<file path="src/core/gsp_pkg.sv">
// constants, register map and carrier types for the port and serial-pin block
// assumes a word-addressed Avalon-MM slave: the address port carries the register index
package gsp_pkg;
  // register indices as they stand on the slave's address port
  localparam logic [31:0] GSP_IDX_CTRL = 32'hFFFFFF76;
  localparam logic [31:0] GSP_IDX_DATA = 32'hFFFFFF78;
  localparam logic [31:0] GSP_IDX_SPORT = 32'hFFFFFF7C;
  localparam logic [31:0] GSP_IDX_SHARE = 32'hFFFFFF7E;
  localparam int GSP_NBITS = 8;
  localparam int GSP_NSYNC = 11;
  localparam logic [15:0] GSP_CTRL_RST = 16'h0000;
  localparam logic [1:0] GSP_SPORT_CTL_RST = 2'h0;
  // serial-pin register fields
  localparam int GSP_SP_RXD = 0;
  localparam int GSP_SP_TXOE = 1;
  localparam int GSP_SP_SCK = 2;
  localparam int GSP_SP_SCKOE = 3;
  // synchroniser vector positions above the eight port bits
  localparam int GSP_SY_SCK = 8;
  localparam int GSP_SY_TXD = 9;
  localparam int GSP_SY_RXD = 10;
  localparam logic [1:0] GSP_RSP_OK = 2'h0;
  localparam logic [1:0] GSP_RSP_ERR = 2'h2;
  // cycles for the pin synchroniser to settle before straps are taken
  localparam logic [1:0] GSP_STRAP_SETTLE = 2'h3;
  typedef struct packed {
    logic bus_sel;
    logic sync_mode;
    logic cks_hi;
    logic cks_lo;
    logic rx_on;
    logic tx_on;
  } gsp_share_t;
  localparam gsp_share_t GSP_SHARE_RST = 6'h00;
  typedef struct packed {
    logic out;
    logic oe;
  } gsp_drive_t;
  typedef enum logic [0:0] {
    GSP_ST_STRAP = 1'b0,
    GSP_ST_RUN = 1'b1
  } gsp_state_t;
endpackage

</file>
<file path="src/core/gsp_port.sv">
// 8-bit general-purpose port plus the serial-pin port register
// assumes pins are resolved outside from out/oe pairs; serial unit sits beside it
`timescale 1ns/1ps
`default_nettype none
module gsp_port
  import gsp_pkg::*;
(
  input wire logic sys_clk,
  input wire logic reset_n,
  input wire logic [31:0] address,
  input wire logic read,
  input wire logic write,
  input wire logic [31:0] writedata,
  input wire logic [3:0] byteenable,
  output logic [31:0] readdata,
  output logic [1:0] response,
  output logic waitrequest,
  input wire logic [7:0] port_pin_in,
  output logic [7:0] port_pin_out,
  output logic [7:0] port_pin_oe,
  output logic [7:0] port_pullup_en,
  input wire logic [7:0] bus_data_out,
  input wire logic bus_data_oe,
  output logic [7:0] bus_data_in,
  input wire logic sck_pin_in,
  output logic sck_pin_out,
  output logic sck_pin_oe,
  input wire logic txd_pin_in,
  output logic txd_pin_out,
  output logic txd_pin_oe,
  input wire logic rxd_pin_in,
  input wire logic sci_sck_out,
  input wire logic sci_sck_oe,
  input wire logic sci_txd_out,
  output logic sci_sck_in,
  output logic sci_rxd_in,
  output gsp_share_t serial_settings,
  output logic [2:0] mode_strap_inputs,
  output logic strap_phase
);

  logic ack_q;
  logic [31:0] rdata_q;
  logic [1:0] resp_q;
  logic [15:0] ctrl_q;
  logic [7:0] latch_q;
  logic [1:0] sp_ctl_q;
  logic sp_sck_dt_q;
  logic sp_txd_dt_q;
  gsp_share_t share_q;
  gsp_state_t state_q;
  logic [1:0] settle_q;
  logic [2:0] strap_q;
  logic [GSP_NSYNC-1:0] raw;
  logic [GSP_NSYNC-1:0] s1_q;
  logic [GSP_NSYNC-1:0] s2_q;
  logic [GSP_NSYNC-1:0] s3_q;
  logic [GSP_NSYNC-1:0] filt_q;
  logic [7:0] pull_d;
  logic [7:0] dir_d;
  logic [7:0] pout_d;
  logic [7:0] poe_d;
  gsp_drive_t sck_d;
  gsp_drive_t txd_d;
  gsp_drive_t sck_q;
  gsp_drive_t txd_q;
  logic [7:0] pout_q;
  logic [7:0] poe_q;
  logic hit_ctrl;
  logic hit_data;
  logic hit_sport;
  logic hit_share;
  logic hit_any;
  logic wr_go;
  logic sck_serial;
  logic txd_serial;

  // bus slave: one wait state, answer on the second edge of a request
  assign waitrequest = (read | write) & ~ack_q;
  assign readdata = rdata_q;
  assign response = resp_q;
  assign hit_ctrl = (address == GSP_IDX_CTRL);
  assign hit_data = (address == GSP_IDX_DATA);
  assign hit_sport = (address == GSP_IDX_SPORT);
  assign hit_share = (address == GSP_IDX_SHARE);
  assign hit_any = hit_ctrl | hit_data | hit_sport | hit_share;
  assign wr_go = write & ack_q;

  always_ff @(posedge sys_clk or negedge reset_n) begin
    if (!reset_n) begin
      ack_q <= 1'b0;
    end else begin
      ack_q <= (read | write) & ~ack_q;
    end
  end

  // read data captured on the first edge, held while the master samples it
  always_ff @(posedge sys_clk or negedge reset_n) begin
    if (!reset_n) begin
      rdata_q <= 32'h00000000;
      resp_q <= GSP_RSP_OK;
    end else if ((read | write) & ~ack_q) begin
      resp_q <= hit_any ? GSP_RSP_OK : GSP_RSP_ERR;
      rdata_q <= 32'h00000000;
      if (read) begin
        if (hit_ctrl) begin
          rdata_q[15:0] <= ctrl_q;
        end
        if (hit_data) begin
          rdata_q[7:0] <= filt_q[7:0];
        end
        if (hit_sport) begin
          // upper nibble stays zero
          rdata_q[GSP_SP_SCKOE] <= sp_ctl_q[1];
          rdata_q[GSP_SP_SCK] <= filt_q[GSP_SY_SCK];
          rdata_q[GSP_SP_TXOE] <= sp_ctl_q[0];
          rdata_q[GSP_SP_RXD] <= filt_q[GSP_SY_RXD];
        end
        if (hit_share) begin
          rdata_q[5:0] <= share_q;
        end
      end
    end
  end

  // control register: only power-on reset clears it
  always_ff @(posedge sys_clk or negedge reset_n) begin
    if (!reset_n) begin
      ctrl_q <= GSP_CTRL_RST;
    end else if (wr_go & hit_ctrl) begin
      if (byteenable[0]) begin
        ctrl_q[7:0] <= writedata[7:0];
      end
      if (byteenable[1]) begin
        ctrl_q[15:8] <= writedata[15:8];
      end
    end
  end

  // data latch has no reset at all
  always_ff @(posedge sys_clk) begin
    if (wr_go & hit_data & byteenable[0]) begin
      latch_q <= writedata[7:0];
    end
  end

  // serial-pin enables cleared at power-on; data bits keep no reset
  always_ff @(posedge sys_clk or negedge reset_n) begin
    if (!reset_n) begin
      sp_ctl_q <= GSP_SPORT_CTL_RST;
    end else if (wr_go & hit_sport & byteenable[0]) begin
      sp_ctl_q <= {writedata[GSP_SP_SCKOE], writedata[GSP_SP_TXOE]};
    end
  end

  always_ff @(posedge sys_clk) begin
    if (wr_go & hit_sport & byteenable[0]) begin
      sp_sck_dt_q <= writedata[GSP_SP_SCK];
      sp_txd_dt_q <= writedata[GSP_SP_RXD];
    end
  end

  always_ff @(posedge sys_clk or negedge reset_n) begin
    if (!reset_n) begin
      share_q <= GSP_SHARE_RST;
    end else if (wr_go & hit_share & byteenable[0]) begin
      share_q <= writedata[5:0];
    end
  end
  assign serial_settings = share_q;

  // three-stage synchroniser; a change counts once stages two and three agree
  assign raw = {rxd_pin_in, txd_pin_in, sck_pin_in, port_pin_in};
  genvar gi;
  generate
    for (gi = 0; gi < GSP_NSYNC; gi++) begin : g_sync
      always_ff @(posedge sys_clk or negedge reset_n) begin
        if (!reset_n) begin
          s1_q[gi] <= 1'b0;
          s2_q[gi] <= 1'b0;
          s3_q[gi] <= 1'b0;
          filt_q[gi] <= 1'b0;
        end else begin
          s1_q[gi] <= raw[gi];
          s2_q[gi] <= s1_q[gi];
          s3_q[gi] <= s2_q[gi];
          if (s2_q[gi] == s3_q[gi]) begin
            filt_q[gi] <= s3_q[gi];
          end
        end
      end
    end
  endgenerate
  assign bus_data_in = filt_q[7:0];
  assign sci_sck_in = filt_q[GSP_SY_SCK];
  assign sci_rxd_in = filt_q[GSP_SY_RXD];

  // strap phase: serial pins stay inputs until software programs them
  always_ff @(posedge sys_clk or negedge reset_n) begin
    if (!reset_n) begin
      state_q <= GSP_ST_STRAP;
      settle_q <= 2'h0;
      strap_q <= 3'h0;
    end else begin
      unique case (state_q)
        GSP_ST_STRAP: begin
          if (settle_q != GSP_STRAP_SETTLE) begin
            settle_q <= settle_q + 2'h1;
          end else begin
            strap_q <= {filt_q[GSP_SY_RXD], filt_q[GSP_SY_TXD], filt_q[GSP_SY_SCK]};
            if (wr_go & (hit_share | hit_sport)) begin
              state_q <= GSP_ST_RUN;
            end
          end
        end
        GSP_ST_RUN: begin
          state_q <= GSP_ST_RUN;
        end
      endcase
    end
  end
  assign mode_strap_inputs = strap_q;
  assign strap_phase = (state_q == GSP_ST_STRAP);

  // general port: direction and pull-up per bit
  generate
    for (gi = 0; gi < GSP_NBITS; gi++) begin : g_bit
      assign dir_d[gi] = ctrl_q[2*gi];
      // pull-up follows its bit whatever the direction
      assign pull_d[gi] = ~ctrl_q[2*gi+1];
    end
  endgenerate
  assign port_pullup_en = pull_d;

  // bus mode hands the pins to the external data bus
  always_comb begin
    if (share_q.bus_sel) begin
      pout_d = bus_data_out;
      poe_d = {8{bus_data_oe}};
    end else begin
      pout_d = latch_q;
      poe_d = dir_d;
    end
  end

  // serial use of each shared pin
  assign sck_serial = share_q.cks_hi | share_q.cks_lo | share_q.sync_mode;
  assign txd_serial = share_q.tx_on;

  always_comb begin
    sck_d = 2'h0;
    txd_d = 2'h0;
    if (state_q == GSP_ST_RUN) begin
      if (sck_serial) begin
        sck_d = {sci_sck_out, sci_sck_oe};
      end else if (sp_ctl_q[1]) begin
        sck_d = {sp_sck_dt_q, 1'b1};
      end
      if (txd_serial) begin
        txd_d = {sci_txd_out, 1'b1};
      end else if (sp_ctl_q[0]) begin
        txd_d = {sp_txd_dt_q, 1'b1};
      end
    end
  end

  // pin drives registered so outputs never glitch on decode
  always_ff @(posedge sys_clk or negedge reset_n) begin
    if (!reset_n) begin
      pout_q <= 8'h00;
      poe_q <= 8'h00;
      sck_q <= 2'h0;
      txd_q <= 2'h0;
    end else begin
      pout_q <= pout_d;
      poe_q <= poe_d;
      sck_q <= sck_d;
      txd_q <= txd_d;
    end
  end
  assign port_pin_out = pout_q;
  assign port_pin_oe = poe_q;
  assign sck_pin_out = sck_q.out;
  assign sck_pin_oe = sck_q.oe;
  assign txd_pin_out = txd_q.out;
  assign txd_pin_oe = txd_q.oe;

  AST_DIR: assert property (@(posedge sys_clk) disable iff (!reset_n)
    !share_q.bus_sel |=> port_pin_oe == $past(dir_d))
    else $error("port output enable does not follow direction bits");

  AST_PULL: assert property (@(posedge sys_clk) disable iff (!reset_n)
    port_pullup_en == ~{ctrl_q[15], ctrl_q[13], ctrl_q[11], ctrl_q[9],
                        ctrl_q[7], ctrl_q[5], ctrl_q[3], ctrl_q[1]})
    else $error("pull-up does not follow its control bit");

  AST_CTRL_HOLD: assert property (@(posedge sys_clk) disable iff (!reset_n)
    !(wr_go && hit_ctrl) |=> $stable(ctrl_q))
    else $error("control register changed without a write");

  AST_DATA_OUT: assert property (@(posedge sys_clk) disable iff (!reset_n)
    (!share_q.bus_sel && $stable(latch_q)) |=> port_pin_out == $past(latch_q))
    else $error("output pins do not show the data latch");

  AST_DATA_READ: assert property (@(posedge sys_clk) disable iff (!reset_n)
    (read && hit_data && !ack_q) |=> readdata[7:0] == $past(filt_q[7:0]))
    else $error("data read does not return pin levels");

  AST_RSVD: assert property (@(posedge sys_clk) disable iff (!reset_n)
    (read && hit_sport && ack_q) |-> readdata[7:4] == 4'h0)
    else $error("serial register upper bits not zero");

  AST_SCK: assert property (@(posedge sys_clk) disable iff (!reset_n)
    (state_q == GSP_ST_RUN && !sck_serial && sp_ctl_q[1])
      |=> sck_pin_oe && sck_pin_out == $past(sp_sck_dt_q))
    else $error("clock pin not driven from port bit");

  AST_SCK_READ: assert property (@(posedge sys_clk) disable iff (!reset_n)
    (read && hit_sport && !ack_q) |=> readdata[GSP_SP_SCK] == $past(filt_q[GSP_SY_SCK]))
    else $error("clock pin level not returned");

  AST_TXD: assert property (@(posedge sys_clk) disable iff (!reset_n)
    (!txd_serial && !sp_ctl_q[0]) |=> !txd_pin_oe)
    else $error("transmit pin driven with output disabled");

  AST_RXD: assert property (@(posedge sys_clk) disable iff (!reset_n)
    (read && hit_sport && !ack_q) ##1 ack_q |-> readdata[GSP_SP_RXD] == $past(filt_q[GSP_SY_RXD]))
    else $error("receive pin level not returned");

  AST_STRAP: assert property (@(posedge sys_clk) disable iff (!reset_n)
    strap_phase |=> !sck_pin_oe && !txd_pin_oe)
    else $error("serial pins driven during strap phase");

  AST_BUS: assert property (@(posedge sys_clk) disable iff (!reset_n)
    share_q.bus_sel |=> port_pin_oe == {8{$past(bus_data_oe)}})
    else $error("bus mode does not hand pins to the bus");

  AST_SERIAL_WINS: assert property (@(posedge sys_clk) disable iff (!reset_n)
    (state_q == GSP_ST_RUN && txd_serial) |=> txd_pin_oe && txd_pin_out == $past(sci_txd_out))
    else $error("serial unit does not own the transmit pin");

  AST_WAIT: assert property (@(posedge sys_clk) disable iff (!reset_n)
    (read || write) && waitrequest |=> !waitrequest)
    else $error("request not answered after one wait state");

endmodule
`default_nettype wire

</file>
<file path="config.mk">
export PLATFORM = sky130hd
export DESIGN_NAME = gsp_port
export DESIGN_NICKNAME = d
export VERILOG_FILES = /design/src/core/gsp_pkg.sv /design/src/core/gsp_port.sv
export SDC_FILE = /design/constraint.sdc
export NUM_CORES = 1
export LEC_CHECK = 0
export BUFFER_PORTS_ARGS = -buffer_cell sky130_fd_sc_hd__buf_2
export CAP_MARGIN = 5
export CORE_MARGIN = 5
export CORE_UTILIZATION = 49
export DETAILED_ROUTE_END_ITERATION = 10
export PLACE_DENSITY = 0.8
export SLEW_MARGIN = 30
export SYNTH_ARGS = -nofsm -noshare
export SYNTH_HDL_FRONTEND = slang
export SYNTH_SLANG_ARGS = --single-unit
export TNS_END_PERCENT = 100
</file>
<file path="constraint.sdc">
create_clock -name sys_clk -period 1.95 [get_ports sys_clk]
set_clock_uncertainty 0.1 [all_clocks]
set_input_delay 0 -clock sys_clk [delete_from_list [all_inputs] [get_ports sys_clk]]
set_output_delay 0 -clock sys_clk [all_outputs]
set_load 0.005 [all_outputs]
</file>
==> results.py, run 1 <==
metrics = {
    "outcome": {
        "status": "completed",
    },
    "routing": {
        "wl_met2_mm": 6.318,
        "met3WireLength_um": 777,
        "ant_nets": 0,
        "highest_layer": "met5",
        "viasPerCell": 4.935,
        "drc": 0,
        "post_drt_wl_per_cell_um": 16.46,
        "drt_wl_total_mm": 11.87,
        "firstDrtPassIters": 4,
        "vias": 3558,
        "wl_met1_mm": 4.428,
        "first_iter_violations": 173,
    },
    "place": {
        "port_buffers": 142,
        "gp_congestion": 0.8881,
        "pre_cts_slack_ns": 0.2488,
        "hpwl_mm": 7.623,
        "postPlaceCellArea_sq_um": 5524,
        "dp_cells": 621,
    },
    "die": {
        "dieArea_sq_um": 11770,
        "initial_core_util": 0.4933,
        "core_sq_um": 9639,
        "ios": 178,
        "die_y_um": 108.5,
        "rows": 36,
        "die_x_um": 108.5,
    },
    "synthesis": {
        "synth_top_family_by_area": "simple AND/OR/NAND/NOR gates",
        "yosys.area_share.xor_xnor": 0.001842,
        "synthSimpleGateAreaFrac": 0.1026,
        "synth_top_area_share": 0.5895,
        "yosysTopAreaCell": "dfrtp_1",
        "syn_area_sq_um": 4755,
        "synthTopCellsByCount": "dfrtp_1 (112), nand2_1 (41), mux2_2 (36)",
        "synth_seq_area_share": 0.6526,
        "synth.most_common_cell": "dfrtp_1",
        "ys_ff_latch": 122,
        "syn_inst": 359,
        "synth_cell_types": 35,
        "synth-edff-count": 10,
        "synth_compound_area_frac": 0.05711,
        "synthArstFlopShare": 0.9180,
        "synth.area.mux_share": 0.09368,
        "yosys_most_used_dff": "dfrtp_1",
        "synthTopCellsByArea": "dfrtp_1 (59%), mux2_2 (8.5%), edfxtp_1 (6.3%), buf_4 (4.1%), nand2_1 (3.2%)",
        "syn_avg_cell_area_sq_um": 13.24,
        "synthAdderAreaFrac": 0.02579,
        "yosysWarnings": 0,
    },
    "hold_path": {
        "hold_depth": 2,
        "hp-class": "in2reg",
    },
    "critical_path": {
        "endpoint_kind": "flip-flop",
        "cp-start-kind": "flip-flop",
        "cp.arrival_ns": 2.24,
        "crit_required_ns": 2.25,
        "worstSetupPathType": "reg2reg",
        "worstRegToRegCells": 4,
        "cp_max_fo": 7,
    },
    "power": {
        "internal-power_mw": 4.708,
        "p_switching_mw": 1.333,
        "ir_drop_mv": 0.6487,
        "clockPowerShare": 0.498,
        "combPwrFrac": 0.061,
        "netSwitchingFraction": 0.2207,
        "p_leak_nw": 3.379,
        "power_mw": 6.041,
        "power_density_nw_per_um2": 890.7,
        "pwr-share-seq": 0.441,
    },
    "cells_and_area": {
        "drive_above_1_share": 0.3918,
        "seq_area_sq_um": 3103,
        "fin_nets": 670,
        "fin_cells": 721,
        "area_growth_pct": 42.63,
        "nFillCells": 682,
        "final_area_sq_um": 6782,
        "multi_input_area_sq_um": 1414,
    },
    "global_routing": {
        "antenna_found_initial": 1,
        "grt_usage": 0.2102,
        "grt_pass1_vias": 3685,
        "grt_max_degree": 54,
        "grt_pass1_wl_mm": 18.50,
        "grt_overflow_total": 0,
    },
    "sta": {
        "worst_slew_pin_slew_ns": 0.6383,
        "drv_slew": 0,
        "fin_crit_sh": 0.9953,
        "max-slew-margin-rel": 0.5745,
        "finalSetupViolations": 0,
        "hold_viol": 0,
        "setup_ws_ns": 0.009068,
        "period_needed_ns": 1.941,
        "hold_slack_ns": 0.02213,
        "timing.fmax_mhz": 515.2,
    },
    "clocking": {
        "root_buffer": "clkbuf_8",
        "clk_latency_ns": 0.52,
        "cts_tree": "done",
        "clkSinkCount": 122,
        "ctsLongestPathBuffers": 2,
        "h-tree-depth": 4,
        "cts_buffers": 17,
        "path_clk_slew_ns": 0.06,
    },
    "job": {
        "cap_violations": 0,
    },
}
## placed cells by master, fill, tap and decap left out, types with 6 or more instances in the layout
| cell type | Yosys | routed |
|---|---|---|
| a22oi_1 | 6 | 6 |
| buf_4 | 26 | 10 |
| o21ai_1 | 8 | 8 |
| conb_1 | 1 | 17 |
| buf_2 | 0 | 141 |
| nand4_1 | 7 | 7 |
| mux2_2 | 36 | 35 |
| dfrtp_1 | 112 | 112 |
| edfxtp_1 | 10 | 10 |
| dlygate4sd3_1 | 0 | 64 |
| nand2_1 | 41 | 41 |
| o21ai_0 | 21 | 21 |
| inv_1 | 19 | 19 |
| nor2_1 | 10 | 10 |
| clkbuf_16 | 0 | 16 |
| maj3_1 | 11 | 11 |
## state kept, by name, indices dropped and copies added, names as in the netlist, 2 cells and up
register           cells
s2_q                  11
settle_q               2
port_pin_oe            8
s1_q                  11
bus_data_in            8
sp_ctl_q               2
latch_q                8
s3_q                  11
serial_settings        5
readdata              16
ctrl_q                16
port_pin_out           8
mode_strap_inputs      3
## layer usage
layer  vias to the layer above  global-route usage
li1                       1627                   -
met1                      1736              0.2494
met2                       162              0.3526
met3                        31             0.05910
met4                         2              0.1010
met5                         -                   0
## critical path: stages, from the launching register on
cell           delay, ns
dfrtp_1             0.40
and3_4              0.23
nand4_4             0.19
mux2_2              0.34
dlygate4sd3_1       0.57
## per-stage QoR
step           TNS (ns)    util
6_report              0  0.7035
2_1_floorplan         0       -
4_1_cts               0  0.7011
3_3_place_gp          0  0.5731
3_5_place_dp          0  0.5731
5_1_grt        -0.01905  0.7033
## worst paths after layout
path	startpoint	end	slack [ns]
worst max-delay path	ack_q	ctrl_q[13]	0.009
worst min-delay path	port_pin_in[0]	s1_q[0]	0.02
worst max register to register	ack_q	ctrl_q[13]	0.009
worst min register to register	s1_q[6]	s2_q[6]	0.25
max in group asynchronous	reset_n	port_pin_oe[1]	0.64
min in group asynchronous	reset_n	ctrl_q[11]	0.45
## cell type report
class	instances	area share
Sequential cell	122	0.4576
Timing Repair Buffer	216	0.2125
Multi-Input combinational cell	198	0.2085
Clock buffer	19	0.06513
Tap cell	133	0.02454
Clock inverter	13	0.02085
Inverter	19	0.01052
Antenna cell	1	0.0003690
## cell families (layout without fill, tap and decap cells)
logic type,count (synthesis),in the layout
XOR/XNOR,1,1
AND/OR/NAND/NOR,81,81
flip-flops,122,122
buffers and inverters,55,267
other,1,18
multiplexers,40,40
AO/OA/AOI/OAI,47,47
adder cells (fa/ha/maj),12,12
## repair_timing
item                                    CTS  global route
gates resized for setup                   0             2
hold endpoints to repair                194            16
endpoints found under the setup margin    0             6
hold buffers                             65             1
buffers inserted                          0             3
## power groups by stage
| stage | clock network (mW) | logic (mW) | registers (mW) |
|---|---|---|---|
| final | 3.01 | 0.370 | 2.66 |
| after global routing | 3.18 | 0.411 | 2.67 |
| after CTS | 3.07 | 0.358 | 2.66 |
| after detailed placement | 0 | 0.269 | 2.71 |
| after global placement | 0 | 0.260 | 2.70 |
| after floorplan | 0 | 0.141 | 2.69 |
Power figures use the tool's default switching activity.
==> inputs of run 2 (changes only) <==
Settings changed: BUFFER_PORTS_ARGS -buffer_cell sky130_fd_sc_hd__buf_2 to -buffer_cell sky130_fd_sc_hd__buf_4.
==> results.py, run 2 (synthesis gave the netlist of run 1 again) <==
metrics = {
    "sta": {
        "setup_ws_ns": 0.1566,
        "rsz0062_at_grt": "no",
        "hold_viol": 0,
        "timing.fmax_mhz": 557.6,
        "worst_slew_pin_slew_ns": 0.6269,
        "drv_slew": 0,
        "max-slew-margin-rel": 0.5821,
        "fin_tns_setup_ns": 0,
        "period_needed_ns": 1.793,
        "fin_crit_sh": 0.9197,
        "finalSetupViolations": 0,
    },
    "hold_path": {
        "hp-class": "in2reg",
    },
    "clocking": {
        "ctsLongestPathBuffers": 2,
        "root_buffer": "clkbuf_8",
        "clk_latency_ns": 0.51,
        "h-tree-depth": 4,
        "cts_tree": "done",
        "path_clk_slew_ns": 0.06,
        "cts_setup_buffers": 0,
        "clkSinkCount": 122,
        "cts_buffers": 17,
    },
    "cells_and_area": {
        "fin_nets": 649,
        "multi_input_area_sq_um": 1405,
        "seq_area_sq_um": 3103,
        "final_cell_mix": "buf_4 (147), dfrtp_1 (112), dlygate4sd3_1 (46), nand2_1 (41), mux2_2 (36)",
        "area_growth_pct": 45.45,
        "nFillCells": 641,
        "layout_commonest_cell": "buf_4",
        "drive_above_1_share": 0.3965,
    },
    "outcome": {
        "status": "completed",
    },
    "die": {
        "rows": 36,
        "die_y_um": 108.5,
        "dieArea_sq_um": 11770,
        "initial_core_util": 0.4933,
        "core_sq_um": 9639,
        "die_x_um": 108.5,
        "ios": 178,
    },
    "place": {
        "port_buffers": 142,
        "hpwl_mm": 7.735,
        "pre_cts_slack_ns": 0.2396,
        "gp_congestion": 0.8369,
    },
    "routing": {
        "viasPerCell": 4.900,
        "post_drt_wl_per_cell_um": 16.65,
        "firstDrtPassIters": 4,
        "ant_nets": 0,
        "first_iter_violations": 159,
        "drt_wl_total_mm": 11.64,
        "drc": 0,
        "vias": 3425,
    },
    "global_routing": {
        "grt_max_degree": 62,
        "grt_pass1_wl_mm": 18.49,
        "grt_usage": 0.2097,
        "grt_overflow_total": 0,
        "antenna_found_initial": 0,
        "grt_pass1_vias": 3685,
    },
    "power": {
        "power_density_nw_per_um2": 864.6,
        "p_leak_nw": 3.349,
        "ir_drop_mv": 0.6463,
    },
    "critical_path": {
        "cp.arrival_ns": 1.69,
        "endpoint_kind": "primary output",
        "crit_required_ns": 1.85,
        "cp-start-kind": "flip-flop",
        "worstSetupPathType": "reg2out",
        "cp_max_fo": 17,
    },
    "job": {
        "cap_violations": 0,
    },
}
run 2: cell count changes in the layout (fill, tap and decap cells not counted), moves of 2 or more:
| cell | previous run | this run |
|---|---|---|
| buf_2 | 141 | 0 |
| buf_4 | 10 | 147 |
| clkinvlp_4 | 2 | 4 |
| dlygate4sd3_1 | 64 | 46 |
| inv_4 | 2 | 0 |
| inv_6 | 2 | 0 |
run 2: routing by layer:
metal / part of all wire / routed length, um / vias up / track usage
met5: 0 / 0 / - / 0
met2: 0.53 / 6136 / 126 / 0.3495
met1: 0.38 / 4395 / 1680 / 0.2411
met4: 0.035 / 405 / 0 / 0.1154
met3: 0.060 / 702 / 35 / 0.06388
li1: - / - / 1584 / -
run 2: where the power goes:
| group | switching, mW | internal (mW) | leakage [nW] |
|---|---|---|---|
| clock network | 1.09 | 1.82 | 0.267 |
| logic | 0.177 | 0.232 | 1.56 |
| registers | 0.0401 | 2.62 | 1.52 |
run 2: layout make-up:
type,count,area share
clock buffer,21,0.06803
timing repair buffer,195,0.2320
sequential,122,0.4487
tap,133,0.02406
inverter,19,0.01031
multi-input combinational,198,0.2032
antenna,1,0.0003619
clock inverter,10,0.01339
run 2: path summary, 6_finish.rpt:
check                       startpoint                 end  slack, ns  depth (start not counted)
setup / recovery                 ack_q         waitrequest       0.16                          3
hold / removal             address[28]             state_q       0.02                          6
setup reg to reg                 ack_q  serial_settings[4]       0.29                          4
hold reg to reg                s1_q[0]             s2_q[0]       0.25                          0
max in group asynchronous      reset_n          txd_serial       0.95                          4
min in group asynchronous      reset_n     port_pin_out[7]       0.46                          4
run 2: timing repair:
item	CTS	global route
resized for setup	0	0
hold buffers	47	0
endpoints found under the hold margin	194	0
run 2: stage by stage:
stage | instances | utilization | hold slack [ns] | instance area (sq um) | total power, mW
6_report | 699 | 0.7174 | 0.02450 | 6915 | 5.979
4_1_cts | 698 | 0.7172 | 0.01458 | 6913 | 6.014
3_5_place_dp | 620 | 0.6089 | -0.1668 | 5869 | 3.032
2_1_floorplan | 375 | - | -0.3956 | 4815 | 2.835
3_3_place_gp | 620 | 0.6089 | -0.1718 | 5869 | 3.018
5_1_grt | 698 | 0.7172 | 0.01824 | 6913 | 6.192
run 2: worst max-delay path, cell delays in order (launching register included):
cell and delay (ns):
dfrtp_1 0.41, or2_2 0.46, inv_1 0.16, buf_4 0.14
